File: config.mk
export PLATFORM = sky130hd
export DESIGN_NAME = gdio_port
export DESIGN_NICKNAME = d
export VERILOG_FILES = /design/src/inc/gdio_pkg.sv /design/src/hdl/gdio_pin_sync.sv /design/src/hdl/gdio_port.sv
export VERILOG_INCLUDE_DIRS = /design/src /design/src/inc
export SDC_FILE = /design/constraint.sdc
export NUM_CORES = 1
export LEC_CHECK = 0
export BUFFER_PORTS_ARGS = -buffer_cell sky130_fd_sc_hd__buf_2
export CAP_MARGIN = 20
export CORE_MARGIN = 8
export CORE_UTILIZATION = 49
export CTS_BUF_LIST = sky130_fd_sc_hd__clkbuf_4
export DETAILED_ROUTE_END_ITERATION = 10
export PLACE_DENSITY = 0.82
export SYNTH_ARGS = -nofsm -noshare
export SYNTH_HDL_FRONTEND = slang
export SYNTH_SLANG_ARGS = --single-unit
File: constraint.sdc
create_clock -name CLOCK -period 1.5 [get_ports CLOCK]
set_input_delay 0.075 -clock CLOCK [delete_from_list [all_inputs] [get_ports CLOCK]]
set_output_delay 0.075 -clock CLOCK [all_outputs]
set_load 0.005 [all_outputs]
File: src/inc/gdio_defs.svh
// Register offsets, field positions and reset values of the port block
`ifndef GDIO_DEFS_SVH
`define GDIO_DEFS_SVH

// Byte offsets on the register bus
`define GDIO_OFS_SENSE 8'h00
`define GDIO_OFS_DIR 8'h04
`define GDIO_OFS_OUT 8'h08
`define GDIO_OFS_CTRL 8'h0c

// Field position of the global pull-up disable in the control register
`define GDIO_CTRL_PUD_BIT 0

// Reset value of every per-pin bit and of the control bit
`define GDIO_RST_BIT 1'b0

// Synchroniser depth on pin inputs
`define GDIO_SYNC_STAGES 3

`endif

File: src/inc/gdio_pkg.sv
// Types shared by the port block
package gdio_pkg;

    // Register selected by the current bus address
    typedef enum logic [2:0] {
        GDIO_REG_SENSE = 3'b000,
        GDIO_REG_DIR = 3'b001,
        GDIO_REG_OUT = 3'b010,
        GDIO_REG_CTRL = 3'b011,
        GDIO_REG_NONE = 3'b100
    } gdio_reg_t;

endpackage

File: src/hdl/gdio_pin_sync.sv
// Three-stage input synchroniser with agreement filter, one per pin
`timescale 1ns/1ps
`include "gdio_defs.svh"

module gdio_pin_sync #(
    parameter int N = 8
) (
    // Clock and reset
    input wire logic CLOCK,
    input wire logic RST_B,
    // Raw pin levels and their synchronised image
    input wire logic [N-1:0] PIN_RAW,
    output logic [N-1:0] PIN_SYNC
);

    genvar g;

    generate
        for (g = 0; g < N; g++) begin : g_bit
            logic [`GDIO_SYNC_STAGES-1:0] st_r;
            logic q_r;

            // Shift chain; stage 0 feeds only stage 1
            always_ff @(posedge CLOCK or negedge RST_B) begin
                if (!RST_B) begin
                    st_r <= '0;
                end else begin
                    st_r <= {st_r[`GDIO_SYNC_STAGES-2:0], PIN_RAW[g]};
                end
            end

            // Accept a level once the second and third stages agree
            always_ff @(posedge CLOCK or negedge RST_B) begin
                if (!RST_B) begin
                    q_r <= `GDIO_RST_BIT;
                end else if (st_r[1] == st_r[2]) begin
                    q_r <= st_r[2];
                end
            end

            assign PIN_SYNC[g] = q_r;
        end
    endgenerate

endmodule

File: src/hdl/gdio_port.sv
// General digital I/O port with Wishbone register access
`timescale 1ns/1ps
`include "gdio_defs.svh"

module gdio_port #(
    parameter int N = 8
) (
    // Clock and reset
    input wire logic CLOCK,
    input wire logic RST_B,
    // Wishbone classic slave
    input wire logic WB_CYC_I,
    input wire logic WB_STB_I,
    input wire logic WB_WE_I,
    input wire logic [7:0] WB_ADR_I,
    input wire logic [3:0] WB_SEL_I,
    input wire logic [31:0] WB_DAT_I,
    output logic [31:0] WB_DAT_O,
    output logic WB_ACK_O,
    // Pins, split into input, output, output enable and pull-up
    input wire logic [N-1:0] PIN_IN,
    output logic [N-1:0] PIN_OUT,
    output logic [N-1:0] PIN_OE,
    output logic [N-1:0] PIN_PULLUP
);

    logic [N-1:0] direction_register_r;
    logic [N-1:0] output_value_register_r;
    logic [N-1:0] input_sense;
    logic global_pullup_disable_r;
    logic ack_r;
    logic [31:0] rdata_r;
    logic [31:0] rdata_nxt;
    logic req;
    logic wr_en;
    logic wr_dir;
    logic wr_out;
    logic wr_sense;
    logic wr_ctrl;
    gdio_pkg::gdio_reg_t reg_sel;

    // Pin levels brought into the clock domain
    gdio_pin_sync #(
        .N(N)
    ) u_sync (
        .CLOCK(CLOCK),
        .RST_B(RST_B),
        .PIN_RAW(PIN_IN),
        .PIN_SYNC(input_sense)
    );

    // Address decode
    always_comb begin
        unique case (WB_ADR_I)
            `GDIO_OFS_SENSE: reg_sel = gdio_pkg::GDIO_REG_SENSE;
            `GDIO_OFS_DIR: reg_sel = gdio_pkg::GDIO_REG_DIR;
            `GDIO_OFS_OUT: reg_sel = gdio_pkg::GDIO_REG_OUT;
            `GDIO_OFS_CTRL: reg_sel = gdio_pkg::GDIO_REG_CTRL;
            default: reg_sel = gdio_pkg::GDIO_REG_NONE;
        endcase
    end

    // Writes take effect on the edge where ack is seen, lane 0 only
    assign req = WB_CYC_I & WB_STB_I;
    assign wr_en = req & WB_WE_I & ack_r & WB_SEL_I[0];
    assign wr_dir = wr_en & (reg_sel == gdio_pkg::GDIO_REG_DIR);
    assign wr_out = wr_en & (reg_sel == gdio_pkg::GDIO_REG_OUT);
    assign wr_sense = wr_en & (reg_sel == gdio_pkg::GDIO_REG_SENSE);
    assign wr_ctrl = wr_en & (reg_sel == gdio_pkg::GDIO_REG_CTRL);

    // Acknowledge one cycle after the request, drop it the cycle after
    always_ff @(posedge CLOCK or negedge RST_B) begin
        if (!RST_B) begin
            ack_r <= 1'b0;
        end else begin
            ack_r <= req & ~ack_r;
        end
    end

    // Read mux; unmapped addresses and unused bits read as zero
    always_comb begin
        rdata_nxt = 32'h0000_0000;
        unique case (reg_sel)
            gdio_pkg::GDIO_REG_SENSE: rdata_nxt[N-1:0] = input_sense;
            gdio_pkg::GDIO_REG_DIR: rdata_nxt[N-1:0] = direction_register_r;
            gdio_pkg::GDIO_REG_OUT:
                rdata_nxt[N-1:0] = output_value_register_r;
            gdio_pkg::GDIO_REG_CTRL:
                rdata_nxt[`GDIO_CTRL_PUD_BIT] = global_pullup_disable_r;
            gdio_pkg::GDIO_REG_NONE: rdata_nxt = 32'h0000_0000;
        endcase
    end

    // Read data captured together with the rising ack
    always_ff @(posedge CLOCK or negedge RST_B) begin
        if (!RST_B) begin
            rdata_r <= 32'h0000_0000;
        end else if (req & ~ack_r) begin
            rdata_r <= rdata_nxt;
        end
    end

    // Direction register; async reset makes all pins inputs at once
    always_ff @(posedge CLOCK or negedge RST_B) begin
        if (!RST_B) begin
            direction_register_r <= {N{`GDIO_RST_BIT}};
        end else if (wr_dir) begin
            direction_register_r <= WB_DAT_I[N-1:0];
        end
    end

    // Output-value register: plain write, or toggle through input-sense
    always_ff @(posedge CLOCK or negedge RST_B) begin
        if (!RST_B) begin
            output_value_register_r <= {N{`GDIO_RST_BIT}};
        end else if (wr_out) begin
            output_value_register_r <= WB_DAT_I[N-1:0];
        end else if (wr_sense) begin
            output_value_register_r <=
                output_value_register_r ^ WB_DAT_I[N-1:0];
        end
    end

    // Global pull-up disable in the control register
    always_ff @(posedge CLOCK or negedge RST_B) begin
        if (!RST_B) begin
            global_pullup_disable_r <= `GDIO_RST_BIT;
        end else if (wr_ctrl) begin
            global_pullup_disable_r <= WB_DAT_I[`GDIO_CTRL_PUD_BIT];
        end
    end

    // Bus outputs
    assign WB_ACK_O = ack_r;
    assign WB_DAT_O = rdata_r;

    // Pin drivers; software handles safe mode ordering
    assign PIN_OE = direction_register_r;
    assign PIN_OUT = output_value_register_r;
    assign PIN_PULLUP = ~direction_register_r & output_value_register_r
        & {N{~global_pullup_disable_r}};
endmodule

==> Word-level counts from Yosys, hierarchy flattened <==
Cells that the tools add are included.
{ "op_classes": {"reduce_logical": 3, "eq_ne": 15, "bitwise": 15, "muxes": 5} }
{ "op_table": {"columns": ["cell", "n"], "rows": [
  ["$pmux W7 S3", 1],
  ["$and A8 B8 Y8", 2],
  ["$eq A8 B4 Y1 const B", 2],
  ["$mux W8", 2],
  ["$pmux W3 S4", 1],
  ["$and A1 B1 Y1", 9],
  ["$eq A1 B1 Y1", 8],
  ["$eq A8 B3 Y1 const B", 1],
  ["$logic_not A8 Y1", 1],
  ["$not A8 Y8", 1],
  ["$xor A8 B8 Y8", 1],
  ["$eq A3 B2 Y1 const B", 2],
  ["$pmux W1 S5", 1],
  ["$eq A3 B1 Y1 const B", 1],
  ["$eq A3 B3 Y1 const B", 1],
  ["$logic_not A3 Y1", 1],
  ["$not A1 Y1", 2],
  ["$reduce_bool A2 Y1", 1]
]} }
{ "word_totals": {"out_inout_bits": 57, "reg_bits": 58, "elab_cells": 59} }

==> Depth between registers and ports, before layout <==
Gate-level depths: netlist of run 1.
{ "depth": {"ltp_word": 7, "depth_mapped": 5, "mapped_depth_nobuf": 3} }

==> Cells and area by module <==
Synthesis of run 1 repeated with hierarchy kept, for this count alone.
{ "hier_totals": {"hier_cells": 214, "hier_area_um2": 2690.1} }
{ "by_module_without_submodules": {"columns": ["module", "instances", "cells_per_inst", "area_per_inst_um2"], "rows": [
  ["gdio_port", 1, 166, 1739.2],
  ["gdio_pin_sync", 1, 48, 950.9]
]} }

==> Least setup slack after synthesis of run 1 <==
OpenSTA, ideal clock, no wires.
{ "synth_path": {"path_kind": "register to register", "startpoint": "reg ack_r (netlist: WB_ACK_O)", "endpoint": "reg direction_register_r[0] (netlist: PIN_OE[0])", "path_buffers": 1, "path_stages_with_launch": 5, "arrival_ns": 1.189, "t_required_ns": 1.375, "slack_ns": 0.186, "synth_period_minus_slack_ns": 1.314, "cell_sequence": "dfrtp_1 -> and3_1 -> buf_2 -> nand4_4 -> mux2_2"} }
{ "synth_between": {"elab_chain_cells": 3} }
{ "synth_lines": {"columns": ["element", "line_no", "text"], "rows": [
  ["start: declaration", "gdio_port.sv:31", "logic ack_r;"],
  ["start signal: assignment", "gdio_port.sv:76", "ack_r <= req & ~ack_r;"],
  ["$and A1 B1 Y1 (2 in series)", "gdio_port.sv:65", "assign wr_en = req & WB_WE_I & ack_r & WB_SEL_I[0];"],
  ["$and A1 B1 Y1", "gdio_port.sv:66", "assign wr_dir = wr_en & (reg_sel == gdio_pkg::GDIO_REG_DIR);"],
  ["end signal: assignment", "gdio_port.sv:106", "direction_register_r <= {N{`GDIO_RST_BIT}};"],
  ["end signal: assignment", "gdio_port.sv:108", "direction_register_r <= WB_DAT_I[N-1:0];"],
  ["end: declaration", "gdio_port.sv:27", "logic [N-1:0] direction_register_r;"]
]} }
Every way passes these cells.
A chain may end at the register's enable or synchronous reset.

==> Final worst setup path of run 1 <==
{ "layout_path": {"startpoint": "reg ack_r (netlist: WB_ACK_O)", "endpoint": "reg direction_register_r[5] (netlist: PIN_OE[5])"} }
Same word-level chain as after synthesis.

==> results of run 1 <==
## cells in the final DEF (no fill, tap or decap), types with 2 or more instances in the layout
cell type / netlist / final
buf_2: 5 / 62
dfrtp_1: 58 / 58
conb_1: 1 / 24
nand2_1: 17 / 17
dlygate4sd3_1: 0 / 17
mux2i_1: 15 / 15
clkbuf_4: 0 / 10
buf_4: 26 / 10
and4b_1: 9 / 9
mux2_2: 9 / 9
maj3_1: 8 / 8
a41oi_1: 8 / 8
a21oi_1: 8 / 8
o21ai_0: 8 / 8
a2bb2oi_1: 7 / 7
nor3b_1: 8 / 6
nor3b_2: 0 / 2
clkinv_2: 0 / 2
bufinv_16: 0 / 2
## layer usage
layer  part of all wire, %  vias to the layer above  GRT usage (%)
li1                      -                      879              -
met1                    42                      944           21.0
met2                    47                       77           24.0
met3                   8.8                       10           5.79
met4                   1.7                        0           6.95
met5                     0                        -              0
## power by group through the flow
| stage | clock (W) | combinational [W] | sequential (W) |
|---|---|---|---|
| 3_3_place_gp | 0 | 0.000242 | 0.00168 |
| 3_5_place_dp | 0 | 0.000246 | 0.00168 |
| 2_1_floorplan | 0 | 0.000175 | 0.00167 |
| 4_1_cts | 0.00128 | 0.000282 | 0.00165 |
| 6_report | 0.00125 | 0.000284 | 0.00165 |
| 5_1_grt | 0.00135 | 0.000312 | 0.00166 |
## logic make-up (layout without fill, tap and decap cells)
logic type	count (synthesis)	count (layout)	share of synthesized area, %
flip-flops	58	58	55.4
other	1	24	0.143
AO/OA/AOI/OAI	31	31	8.08
multiplexers	25	25	10.5
adder cells (fa/ha/maj)	8	8	3.06
AND/OR/NAND/NOR	46	46	13.1
buffers and inverters	38	107	9.70
## cell usage after synthesis (5+ instances only)
cell | number | area, sq um
a21oi_1 | 8 | 40.0
a2bb2oi_1 | 7 | 61.3
a41oi_1 | 8 | 70.1
and4b_1 | 9 | 90.1
buf_2 | 5 | 25.0
buf_4 | 26 | 195
clkbuf_1 | 5 | 18.8
dfrtp_1 | 58 | 1450
maj3_1 | 8 | 80.1
mux2_2 | 9 | 101
mux2i_1 | 15 | 150
nand2_1 | 17 | 63.8
nor3b_1 | 8 | 60.1
o21ai_0 | 8 | 40.0
## worst reg2reg max path, delay by kind of cell (launching register included)
family | cells | cell delay (ns)
AND/OR/NAND/NOR | 2 | 0.60
flip-flops | 1 | 0.37
multiplexers | 1 | 0.35
## timing repair
item,CTS,global route
setup endpoints to repair,0,4
gates resized for setup,0,2
hold buffers,17,0
hold endpoints to repair,75,0
## per-stage QoR
stage,setup TNS (ns),area (sq um)
floorplan,0,2700
global placement,0,2950
detailed placement,0,2950
CTS,0,3270
global route,-0.0164,3280
finish,0,3280
## final cells by class
class,count,area (sq um)
tap,70,87.6
multi-input combinational,134,1010
sequential,58,1450
clock inverter,6,81.3
inverter,1,3.75
clock buffer,10,75.1
timing repair buffer,90,576
fill,430,1860
## registers in the layout (all words and copies together) (netlist names)
| name | cells |
|---|---|
| PIN_OE | 8 |
| PIN_OUT | 8 |
| WB_ACK_O | 1 |
| global_pullup_disable_r | 1 |
| u_sync.g_bit.st_r | 24 |
| WB_DAT_O | 8 |
| u_sync.g_bit.q_r | 8 |
## final timing paths
check | cells after the start | to | start
worst max register to register | 3 | PIN_OE[5] | WB_ACK_O
worst max-delay path | 3 | PIN_OE[5] | WB_ACK_O
max in group asynchronous | 3 | WB_DAT_O[5] | RST_B
worst min-delay path | 5 | WB_DAT_O[0] | WB_ADR_I[6]
min in group asynchronous | 3 | PIN_OUT[2] | RST_B
worst min register to register | 0 | u_sync.g_bit[6].st_r[1] | u_sync.g_bit[6].st_r[0]
==> flow_summary_export.csv, run 1 <==
group,metric,value,unit
placed_design,port_buffers,62,
route,wl_per_cell,16.7,um
power,leakage,1.70,nW
power,pwr-share-clk,39.3,%
global_routing,grt_pass1_wl,9.75,mm
layout,layoutNonFillerInstCount,369,
die,start_util,50.9,%
power,seqPwrFrac,51.8,%
cts,cts_buffers,9,
yosys,ys_ff_latch,58,
cts,clk_latency,0.40,ns
global_routing,track_usage,16.3,%
critical_path,crit_path_end_kind,"flop",
layout,antennaDiodeCount,0,
critical_path,crit_required,1.78,ns
layout,utilization,63.9,%
timing,hold_ws,0.114,ns
cts,cts_root_buf,"clkbuf_4",
die,io-pin-count,114,
timing,setup-violations-final,0,
cts,clockBufferDepth,2,
cts,cts_tree,"yes",
timing,min_period,1.42,ns
route,routed_wl,6.15,mm
layout,drive_above_1_share,34.8,%
critical_path,crit_type,"reg -> reg",
placed_design,hpwlAfterDp,4.22,mm
yosys,yosysWarnings,0,
yosys,ys_seq_area_share,55.4,%
route,initialDrtViolationCount,127,
yosys,async_reset_ff_share,100,%
critical_path,crit_family,"simple AND/OR/NAND/NOR gates",
power,swShare,23.4,%
die,row_count,26,
global_routing,antenna_found_initial,0,
job,cap_violations,0,
global_routing,grt_overflow,0,
die,dieHeight,89.1,um
timing,rsz0062_at_grt,"true",
yosys,syn_avg_cell_area,12.6,sq um
placed_design,gp_congestion,0.774,
outcome,status,"completed",
critical_path,arrival,1.70,ns
power,p_per_area,970,nW/um^2
yosys,synth_edf_count,0,
yosys,ys.flop_type,"dfrtp_1",
yosys,synth.cell_area,2620,sq um
critical_path,r2r_slack,0.08,ns
route,vias_per_cell,5.18,
route,drc,0,
yosys,yosysUniqueCellTypes,30,
cts,post_cts_buffers,0,
global_routing,first_global_vias,1911,
timing,fmax,704,MHz
critical_path,crit_buf_inv,0,
global_routing,grt_max_degree,59,
min_path,min_path_type,"in -> reg",
placed_design,dp_worst_setup_slack,0.0873,ns
die,core,5140,sq um
critical_path,worstPathMaxFanout,8,
power,combPwrFrac,8.9,%
die,dieArea,7940,sq um
die,die_w,89.1,um
yosys,synth_cells,207,
layout,syn_to_final_growth,25.4,%
cts,numClockSinks,58,
power,ir_drop,0.593,mV
power,p_int,0.00244,W
timing,tightest_slew,0.666,ns
power,total_power,0.00318,W
placed_design,dp_cells,336,
critical_path,max_stage_delay,0.37,ns
timing,hold_viol_final,0,
timing,fin_ws,0.0802,ns
timing,period_share,94.7,%
route,antenna_left,0,
cts,h-tree-depth,3,
layout,finalNetCount,351,
power,p_switching,0.000745,W
cts,clk_pin_slew,0.11,ns
route,vias,1910,
critical_path,start_kind,"flop",
route,drtPass1Iterations,4,
critical_path,path_cells,"and3_1, nand4_4, mux2_2",
critical_path,cp_slowest_cell,"dfrtp_1",
timing,relSlewSlack,55.5,%
timing,slew_violations,0,
timing,skew,0.0139,ns
(Power assumes the default switching activity.)
==> run 2, diff against run 1 <==
Settings changed: CORE_MARGIN 8 to 3.
==> run 2 against run 1 <==
Count of clock-buffer cells in the layout fell by 1. Via count decreased by 1.0%. Register-to-register slack improved by 0.02 ns. Flip-flop and latch count is the same. Combinational power grew 2%. Global-route usage is 3.3 points higher. Highest routed layer unchanged.
==> flow_summary_export.csv, run 2 (synthesis gave the netlist of run 1 again) <==
group,metric,value,unit
cts,clk_latency,0.39,ns
global_routing,grt_pass1_wl,9.20,mm
layout,syn_to_final_growth,25.5,%
route,vias_per_cell,5.19,
die,dieHeight,79.1,um
power,leakage,1.71,nW
timing,period_share,93.6,%
route,routed_wl,5.86,mm
route,antenna_left,0,
layout,fin_area,3280,sq um
power,p_per_area,960,nW/um^2
placed_design,hpwlAfterDp,3.69,mm
timing,fin_ws,0.0963,ns
cts,cts_root_buf,"clkbuf_4",
power,ir_drop,0.592,mV
timing,hold_viol_final,0,
cts,post_cts_buffers,0,
cts,clockBufferDepth,2,
power,total_power,0.00315,W
die,start_util,53.0,%
layout,final_cell_mix,"buf_2 (62), dfrtp_1 (58), conb_1 (24)",
cts,cts_tree,"yes",
global_routing,antenna_found_initial,0,
critical_path,crit_end,"PIN_PULLUP[7]",
critical_path,crit_path_end_kind,"output port",
critical_path,crit_required,1.42,ns
layout,regArea,1450,sq um
placed_design,dp_worst_setup_slack,0.129,ns
layout,finalNetCount,349,
layout,final_common_cell,"buf_2",
global_routing,grt_max_degree,59,
critical_path,crit_path_start,"global_pullup_disable_r",
cts,numClockSinks,58,
die,io-pin-count,114,
layout,regMostFlops,"u_sync.g_bit.st_r",
timing,fmax,712,MHz
critical_path,crit_buf_inv,2,
min_path,hold_start,"WB_ADR_I[3]",
min_path,min_path_type,"in -> reg",
job,cap_violations,0,
timing,setup-violations-final,0,
timing,skew,0.0127,ns
route,vias,1890,
critical_path,max_stage_delay,0.39,ns
route,drtPass1Iterations,4,
cts,cts_buffers,9,
critical_path,arrival,1.33,ns
timing,min_period,1.40,ns
layout,n_fill_cell,398,
route,wl_per_cell,16.1,um
die,row_count,25,
placed_design,port_buffers,62,
route,initialDrtViolationCount,153,
layout,drive_above_1_share,34.3,%
route,drc,0,
global_routing,track_usage,19.5,%
critical_path,start_kind,"flop",
placed_design,gp_congestion,0.821,
critical_path,path_cells,"buf_4, nor3b_1, buf_2",
critical_path,r2r_slack,0.1,ns
die,die_w,79.1,um
global_routing,grt_overflow,0,
die,dieArea,6260,sq um
timing,rsz0062_at_grt,"false",
critical_path,r2r-end,"PIN_OE[1]",
cts,clk_pin_slew,0.10,ns
timing,slew_violations,0,
placed_design,placed_area,2950,sq um
critical_path,r2r_cells,3,
cts,h-tree-depth,3,
critical_path,crit_family,"flip-flops",
outcome,status,"completed",
critical_path,r2r-start,"WB_ACK_O",
critical_path,worstPathMaxFanout,9,
critical_path,crit_type,"reg -> out",
layout,antennaDiodeCount,0,
timing,fin_tns_setup,0,ns
layout,multi_input_area,1010,sq um
critical_path,cp_slowest_cell,"dfrtp_1",
global_routing,first_global_vias,1863,
critical_path,cp.depth,3,
layout,largest_register_ffs,24,
die,core,4940,sq um
[run 2: changes by cell type in the layout (fill, tap and decap cells not counted)]
cell        previous run  this run
clkinv_2               2         4
buf_12                 1         3
clkbuf_4              10         9
buf_4                 10         6
clkinvlp_4             1         0
[run 2: per-layer routing]
metal	GRT usage [%]	share of wire, %	vias up
li1	-	-	879
met1	24.8	41	910
met2	31.8	50	90
met3	3.97	7.4	11
met4	9.79	1.8	0
met5	0	0	-
[run 2: worst reg2reg max path, delay by kind of cell (launching register included)]
kind	cells	cell delay, ns
AND/OR/NAND/NOR	2	0.59
multiplexers	1	0.34
flip-flops	1	0.35
[run 2: stage by stage]
stage / util, % / hold WS [ns] / cells
after global routing: 66.5 / 0.140 / 364
after detailed placement: 59.7 / 0.102 / 331
final: 66.5 / 0.109 / 364
after floorplan: - / -0.221 / 230
after CTS: 66.3 / 0.0960 / 364
after global placement: 59.7 / 0.0963 / 331
[run 2: worst min-delay path by stage]
stage                                   end  slack (ns)  cells past startpoint
floorplan                         PIN_OE[0]       -0.22                      0
global placement    u_sync.g_bit[7].st_r[0]         0.1                      2
detailed placement                PIN_OE[7]        0.10                      2
CTS                              PIN_OUT[3]         0.1                      3
global route                     PIN_OUT[3]        0.14                      3
finish                           PIN_OUT[3]        0.11                      3
[run 2: report_power, final]
| part | internal, W | total [W] | switching [W] |
|---|---|---|---|
| clock network | 0.000659 | 0.00122 | 0.000556 |
| registers | 0.00162 | 0.00165 | 0.0000287 |
| logic | 0.000141 | 0.000289 | 0.000149 |
| total | 0.00242 | 0.00315 | 0.000734 |
[run 2: area by class of cell]
cell class / instances / share of cell area, %
Multi-Input combinational cell: 134 / 30.7
Clock inverter: 7 / 2.55
Inverter: 1 / 0.114
Clock buffer: 9 / 2.06
Timing Repair Buffer: 88 / 17.8
Sequential cell: 58 / 44.2
Tap cell: 67 / 2.55
[run 2: what timing repair did]
action / CTS / global route
resized for setup: 0 / 2
endpoints found under the setup margin: 0 / 1
hold buffers: 17 / 0
hold endpoints to repair: 75 / 0
